<file path="src/rtl/rcco_pkg.sv">
// Package for the run clock configuration override block.
// Assumes a single core clock domain and a plain register port.
package rcco_pkg;
   localparam int          ADDR_W          = 8;
   localparam int          DATA_W          = 32;
   localparam logic [7:0]  EXT_CFG_ADDR    = 8'h70;
   localparam logic [7:0]  LEGACY_CFG_ADDR = 8'h60;
   localparam int          ENABLE_BIT      = 31;
   localparam int          DIV_HI          = 28;
   localparam int          DIV_LO          = 23;
   localparam int          PWR_OFF_BIT     = 13;
   localparam int          SKIP_BIT        = 11;
   localparam int          SRC_HI          = 6;
   localparam int          SRC_LO          = 4;
   localparam int          LEG_DIV_HI      = 26;
   localparam int          LEG_DIV_LO      = 23;
   localparam logic [5:0]  DIV_RESET       = 6'h0F;
   localparam logic [2:0]  SRC_RESET       = 3'h0;
   localparam logic [31:0] EXT_WRITE_MASK  = 32'h9F80_2870;
   localparam logic [31:0] LEG_WRITE_MASK  = 32'h0780_2870;
   localparam logic [31:0] LEG_RESET       = 32'h0780_2800;

   typedef enum logic [2:0] {
      SRC_MAIN     = 3'h0,
      SRC_INT      = 3'h1,
      SRC_INT_DIV4 = 3'h2,
      SRC_INT_30K  = 3'h3,
      SRC_EXT_32K  = 3'h7
   } rcco_src_t;

   typedef struct packed {
      logic       pll_skip;
      logic       pll_power_off;
      rcco_src_t  osc_source_select;
      logic [6:0] pll_divide_by;
   } rcco_clk_cfg_t;
endpackage

</file>
<file path="src/rtl/rcco_cfg_reg.sv">
// Masked configuration register with a reset value.
// Assumes writes come from the core clock domain.
`timescale 1ns/1ps
`default_nettype none
module rcco_cfg_reg #(
   parameter logic [31:0] RESET_VAL  = 32'h0000_0000,
   parameter logic [31:0] WRITE_MASK = 32'hFFFF_FFFF
) (
   input  wire logic        clk,
   input  wire logic        rst_n,
   input  wire logic        wr_en,
   input  wire logic [31:0] wr_data,
   output logic      [31:0] value
);
   logic [31:0] value_reg;
   logic [31:0] value_next;

   // Reserved bits never store write data, so they read as zero, or as RESET_VAL until the first write clears them.
   always_comb begin
      value_next = value_reg;
      if (wr_en) begin
         value_next = wr_data & WRITE_MASK;
      end
   end

   always_ff @(posedge clk) begin
      if (!rst_n) begin
         value_reg <= RESET_VAL;
      end else begin
         value_reg <= value_next;
      end
   end

   assign value = value_reg;
endmodule
`default_nettype wire

</file>
<file path="src/rtl/rcco_top.sv">
// Run clock configuration with an extended override register.
// Assumes one clock; the register port is driven from the same domain.
//
// The register addresses and the address-and-strobe port were left to the implementer.
`timescale 1ns/1ps
`default_nettype none
// Functional notes
// - With the enable bit set, divisor, skip, power-off and source come from the extended register.
// - The six-bit extended divisor picks the ratio that derives the system clock from the PLL.
// - The extended divisor resets to hexadecimal 0F.
// - An extended divisor of all ones divides the PLL output by sixty-four.
// - The skip bit routes the chosen oscillator straight through and resets to one.
// - The source select field chooses among five oscillators and resets to zero.
module rcco_top (
   input  wire logic                          CORE_CLK,
   input  wire logic                          RST_N,
   input  wire logic [rcco_pkg::ADDR_W-1:0]   REG_ADDR,
   input  wire logic [rcco_pkg::DATA_W-1:0]   REG_WDATA,
   input  wire logic                          REG_WR,
   input  wire logic                          REG_RD,
   output logic      [rcco_pkg::DATA_W-1:0]   REG_RDATA,
   output rcco_pkg::rcco_clk_cfg_t            CLK_CFG
);
   ////////////////////////////////////////////////////////////////////////////
   logic [31:0] ext_value;
   logic [31:0] leg_value;
   localparam logic [31:0] EXT_RESET = {1'b0, 2'b00, rcco_pkg::DIV_RESET, 9'h000, 1'b1, 1'b0,
                                        1'b1, 4'h0, rcco_pkg::SRC_RESET, 4'h0};

   rcco_cfg_reg #(
      .RESET_VAL  (EXT_RESET),
      .WRITE_MASK (rcco_pkg::EXT_WRITE_MASK)
   ) u_ext (
      .clk     (CORE_CLK),
      .rst_n   (RST_N),
      .wr_en   (REG_WR && REG_ADDR == rcco_pkg::EXT_CFG_ADDR),
      .wr_data (REG_WDATA),
      .value   (ext_value)
   );

   rcco_cfg_reg #(
      .RESET_VAL  (rcco_pkg::LEG_RESET),
      .WRITE_MASK (rcco_pkg::LEG_WRITE_MASK)
   ) u_leg (
      .clk     (CORE_CLK),
      .rst_n   (RST_N),
      .wr_en   (REG_WR && REG_ADDR == rcco_pkg::LEGACY_CFG_ADDR),
      .wr_data (REG_WDATA),
      .value   (leg_value)
   );

   ////////////////////////////////////////////////////////////////////////////
   // Read data is registered; unmapped addresses read zero.
   logic [31:0] rdata_reg;
   logic [31:0] rdata_next;

   always_comb begin
      rdata_next = 32'h0000_0000;
      if (REG_RD && REG_ADDR == rcco_pkg::EXT_CFG_ADDR) begin
         rdata_next = ext_value;
      end else if (REG_RD && REG_ADDR == rcco_pkg::LEGACY_CFG_ADDR) begin
         rdata_next = leg_value;
      end
   end

   always_ff @(posedge CORE_CLK) begin
      if (!RST_N) begin
         rdata_reg <= 32'h0000_0000;
      end else begin
         rdata_reg <= rdata_next;
      end
   end

   assign REG_RDATA = rdata_reg;

   ////////////////////////////////////////////////////////////////////////////
   // Effective configuration, registered so the clock logic sees clean levels.
   rcco_pkg::rcco_clk_cfg_t cfg_reg;
   rcco_pkg::rcco_clk_cfg_t cfg_next;
   logic [2:0]              src_raw;

   always_comb begin
      if (ext_value[rcco_pkg::ENABLE_BIT]) begin
         cfg_next.pll_skip      = ext_value[rcco_pkg::SKIP_BIT];
         cfg_next.pll_power_off = ext_value[rcco_pkg::PWR_OFF_BIT];
         src_raw                = ext_value[rcco_pkg::SRC_HI:rcco_pkg::SRC_LO];
         // Divisor field N divides by N+1, so all ones gives sixty-four.
         cfg_next.pll_divide_by = {1'b0, ext_value[rcco_pkg::DIV_HI:rcco_pkg::DIV_LO]} + 7'h01;
      end else begin
         cfg_next.pll_skip      = leg_value[rcco_pkg::SKIP_BIT];
         cfg_next.pll_power_off = leg_value[rcco_pkg::PWR_OFF_BIT];
         src_raw                = leg_value[rcco_pkg::SRC_HI:rcco_pkg::SRC_LO];
         cfg_next.pll_divide_by = {3'h0, leg_value[rcco_pkg::LEG_DIV_HI:rcco_pkg::LEG_DIV_LO]} + 7'h01;
      end
      cfg_next.osc_source_select = rcco_pkg::rcco_src_t'(src_raw);
   end

   always_ff @(posedge CORE_CLK) begin
      if (!RST_N) begin
         // Reset shows what the legacy register selects at reset, so no odd value leaks for one cycle.
         cfg_reg <= '{pll_skip: 1'b1, pll_power_off: 1'b1, osc_source_select: rcco_pkg::SRC_MAIN,
                      pll_divide_by: 7'h10};
      end else begin
         cfg_reg <= cfg_next;
      end
   end

   assign CLK_CFG = cfg_reg;
endmodule
`default_nettype wire
</file>
<file path="config.mk">
export PLATFORM = sky130hd
export DESIGN_NAME = rcco_top
export DESIGN_NICKNAME = d
export VERILOG_FILES = /design/src/rtl/rcco_pkg.sv /design/src/rtl/rcco_cfg_reg.sv /design/src/rtl/rcco_top.sv
export SDC_FILE = /design/constraint.sdc
export NUM_CORES = 1
export LEC_CHECK = 0
export ABC_AREA = 1
export BUFFER_PORTS_ARGS = -buffer_cell sky130_fd_sc_hd__buf_2
export CAP_MARGIN = 10
export CORE_MARGIN = 3
export CORE_UTILIZATION = 47
export CTS_BUF_LIST = sky130_fd_sc_hd__clkbuf_8 sky130_fd_sc_hd__clkbuf_16
export DETAILED_ROUTE_END_ITERATION = 8
export GPL_TIMING_DRIVEN = 0
export PLACE_DENSITY = 0.8
export SLEW_MARGIN = 0
export SYNTH_ARGS = -nofsm -noshare
export SYNTH_HDL_FRONTEND = slang
export SYNTH_SLANG_ARGS = --single-unit
</file>
<file path="constraint.sdc">
create_clock -name CORE_CLK -period 1.59 [get_ports CORE_CLK]
set_clock_uncertainty 0.2 [all_clocks]
set_input_delay 0.0795 -clock CORE_CLK [delete_from_list [all_inputs] [get_ports CORE_CLK]]
set_output_delay 0.0795 -clock CORE_CLK [all_outputs]
set_load 0.1 [all_outputs]
</file>
==> impl_metrics.csv <==
group,metric,value,unit
die,placementRows,23,
clock_tree,cts-htree-levels,2,
finish,drive_gt1_frac,0.256,
sta,fmax,678,MHz
logic_synthesis,synth_area_leaders,"dfxtp_1 45%, nand2_1 12%, nand3_1 8.8%",
logic_synthesis,synth_edf_count,0,
clock_tree,cts_buffers,5,
critical_path,worstPathRequired,1.58,ns
finish,design_area,2620,sq um
sta,finalHoldViolCount,0,
critical_path,cp-start-kind,"input pin",
flow_run,maxCapViolCount,0,
global_route,grt_overflow,0,
critical_path,path_max_fanout,9,
global_route,grt_max_degree,14,
finish,syn_to_final_growth,32.0,%
logic_synthesis,synth_top_area_share,0.453,
logic_synthesis,synth_warnings,0,
clock_tree,cts_setup_buffers,0,
finish,multiInputGateArea,851,sq um
logic_synthesis,seq_area_frac_synth,0.453,
logic_synthesis,synth.most_common_cell,"nand2_1",
die,die_h,71.0,um
placed_design,place_area,2350,sq um
logic_synthesis,ys_ff_latch,45,
clock_tree,clk_pin_slew,0.08,ns
detailed_routing,antenna_left,0,
finish,antenna_cells,0,
sta,setup_viol_count_final,0,
logic_synthesis,synth_area_leader_cell,"dfxtp_1",
clock_tree,cts_tree,"built",
sta,setup_tns,0,ns
placed_design,routabilityCongestion,0.856,
finish,fill_cells,359,
die,die_width,71.0,um
sta,rsz0062_at_grt,"false",
die,ios,88,
logic_synthesis,synthCells,259,
clock_tree,numClockSinks,45,
detailed_routing,routed_wl,4510,um
sta,slew_viol_final,0,
placed_design,post-dp-hpwl,3140,um
die,core,4030,sq um
logic_synthesis,async_reset_ff_frac,0,
logic_synthesis,synthTopCellsByCount,"61 x nand2_1, 45 x dfxtp_1, 35 x nand3_1",
worst_hold_path,hold_path_class,"in -> reg",
global_route,grt_pass1_wl,7220,um
logic_synthesis,synthDistinctLibCells,30,
power,leakagePower,0.00146,uW
detailed_routing,num_vias,1845,
critical_path,critPathArrivalTime,1.47,ns
critical_path,endpoint_kind,"flip-flop",
logic_synthesis,syn_area_per_cell,7.68,sq um
detailed_routing,drt-initial-drc-count,183,
placed_design,portBuffers,45,
critical_path,path_class,"in -> reg",
detailed_routing,viasPerCell,4.65,
finish,seq_area,901,sq um
sta,period_needed,1.47,ns
clock_tree,clk_latency,0.30,ns
sta,min_period_over_period,0.927,
global_route,grt.total_usage,0.183,
die,die_area,5050,sq um
clock_tree,root_buffer,"clkbuf_8",
detailed_routing,drtPass1Iterations,4,
power,peakVddDrop,0.000342,V
finish,num-nets-final,392,
die,start_util,0.493,
detailed_routing,routedWlPerCell,11.4,um
global_route,grt_pass1_vias,1615,
clock_tree,cts.path.max_buffers,2,
logic_synthesis,synth-main-ff-cell,"dfxtp_1",
global_route,grt_antenna_before_repair,0,
detailed_routing,drc,0,
status,status,"complete, no violations",
logic_synthesis,netlist_area,1990,sq um
power,power.density,907,nW/um^2
layout make-up:
class	count	area share
Clock buffer	6	0.0315
Timing Repair Buffer	61	0.147
Tap cell	50	0.0238
Inverter	28	0.0420
Multi-Input combinational cell	178	0.324
Buffer	27	0.0753
Clock inverter	2	0.0129
Sequential cell	45	0.343
power by group:
| group | switching (uW) | internal (uW) | total (uW) |
|---|---|---|---|
| Sequential | 1.45 | 1130 | 1130 |
| Combinational | 279 | 90.0 | 369 |
| Clock | 376 | 506 | 882 |
| Total | 657 | 1720 | 2380 |
worst paths after layout:
check                       start               to  slack [ns]  cells after the start
setup / recovery            RST_N  u_ext.value[27]        0.12                      5
hold / removal        REG_ADDR[1]  u_leg.value[26]        0.03                      6
setup reg to reg  u_ext.value[28]  u_ext.value[28]        0.15                      5
hold reg to reg    u_ext.value[5]     REG_RDATA[5]        0.26                      2
stage by stage:
stage / total power, uW / hold slack (ns) / setup WS, ns / util / instances
after floorplan: 1450 / 0.0144 / 0.402 / - / 278
after global placement: 1490 / 0.105 / 0.235 / 0.583 / 373
after detailed placement: 1490 / 0.107 / 0.182 / 0.583 / 373
final: 2380 / 0.0332 / 0.115 / 0.651 / 397
after global routing: 2460 / 0.0561 / 0.0412 / 0.651 / 397
after CTS: 2380 / 0.0338 / 0.156 / 0.651 / 397
placed cells by master (no fill, tap or decap), types with 2 or more instances in the layout:
cell,instances
buf_2,47
inv_2,2
nand2_4,2
buf_6,2
dfxtp_1,45
nand3_1,35
nor2_1,27
a21oi_1,2
nor2_4,2
nand2_1,61
ha_1,2
buf_4,20
o21ai_0,5
o22a_1,2
o21ai_1,8
clkbuf_8,6
dlygate4sd3_1,16
conb_1,20
inv_1,26
o22ai_1,4
routing by layer:
metal	GRT usage	wire length [um]	vias up
met5	0	0	-
met4	0.0919	108	0
met3	0.0469	448	10
met2	0.302	2200	94
met1	0.221	1750	786
li1	-	-	955
critical path: stages:
cell and delay (ns):
dlygate4sd3_1 0.55, buf_2 0.18, nand2_1 0.08, nor2_1 0.03, dlygate4sd3_1 0.55
kinds of logic (layout without fill, tap and decap cells):
| family | Yosys count | count (layout) | share of synthesized area |
|---|---|---|---|
| flip-flops | 45 | 45 | 0.453 |
| other | 1 | 20 | 0.00189 |
| AO/OA/AOI/OAI | 22 | 22 | 0.0636 |
| XOR/XNOR | 1 | 1 | 0.00441 |
| adder cells (fa/ha/maj) | 2 | 2 | 0.0126 |
| AND/OR/NAND/NOR | 133 | 133 | 0.310 |
| buffers and inverters | 55 | 124 | 0.155 |
timing repair:
action / 4_1_cts / 5_1_grt
hold endpoints to repair: 23 / 0
resized for setup: 0 / 0
hold buffers: 16 / 0
(Power assumes the default switching activity.)
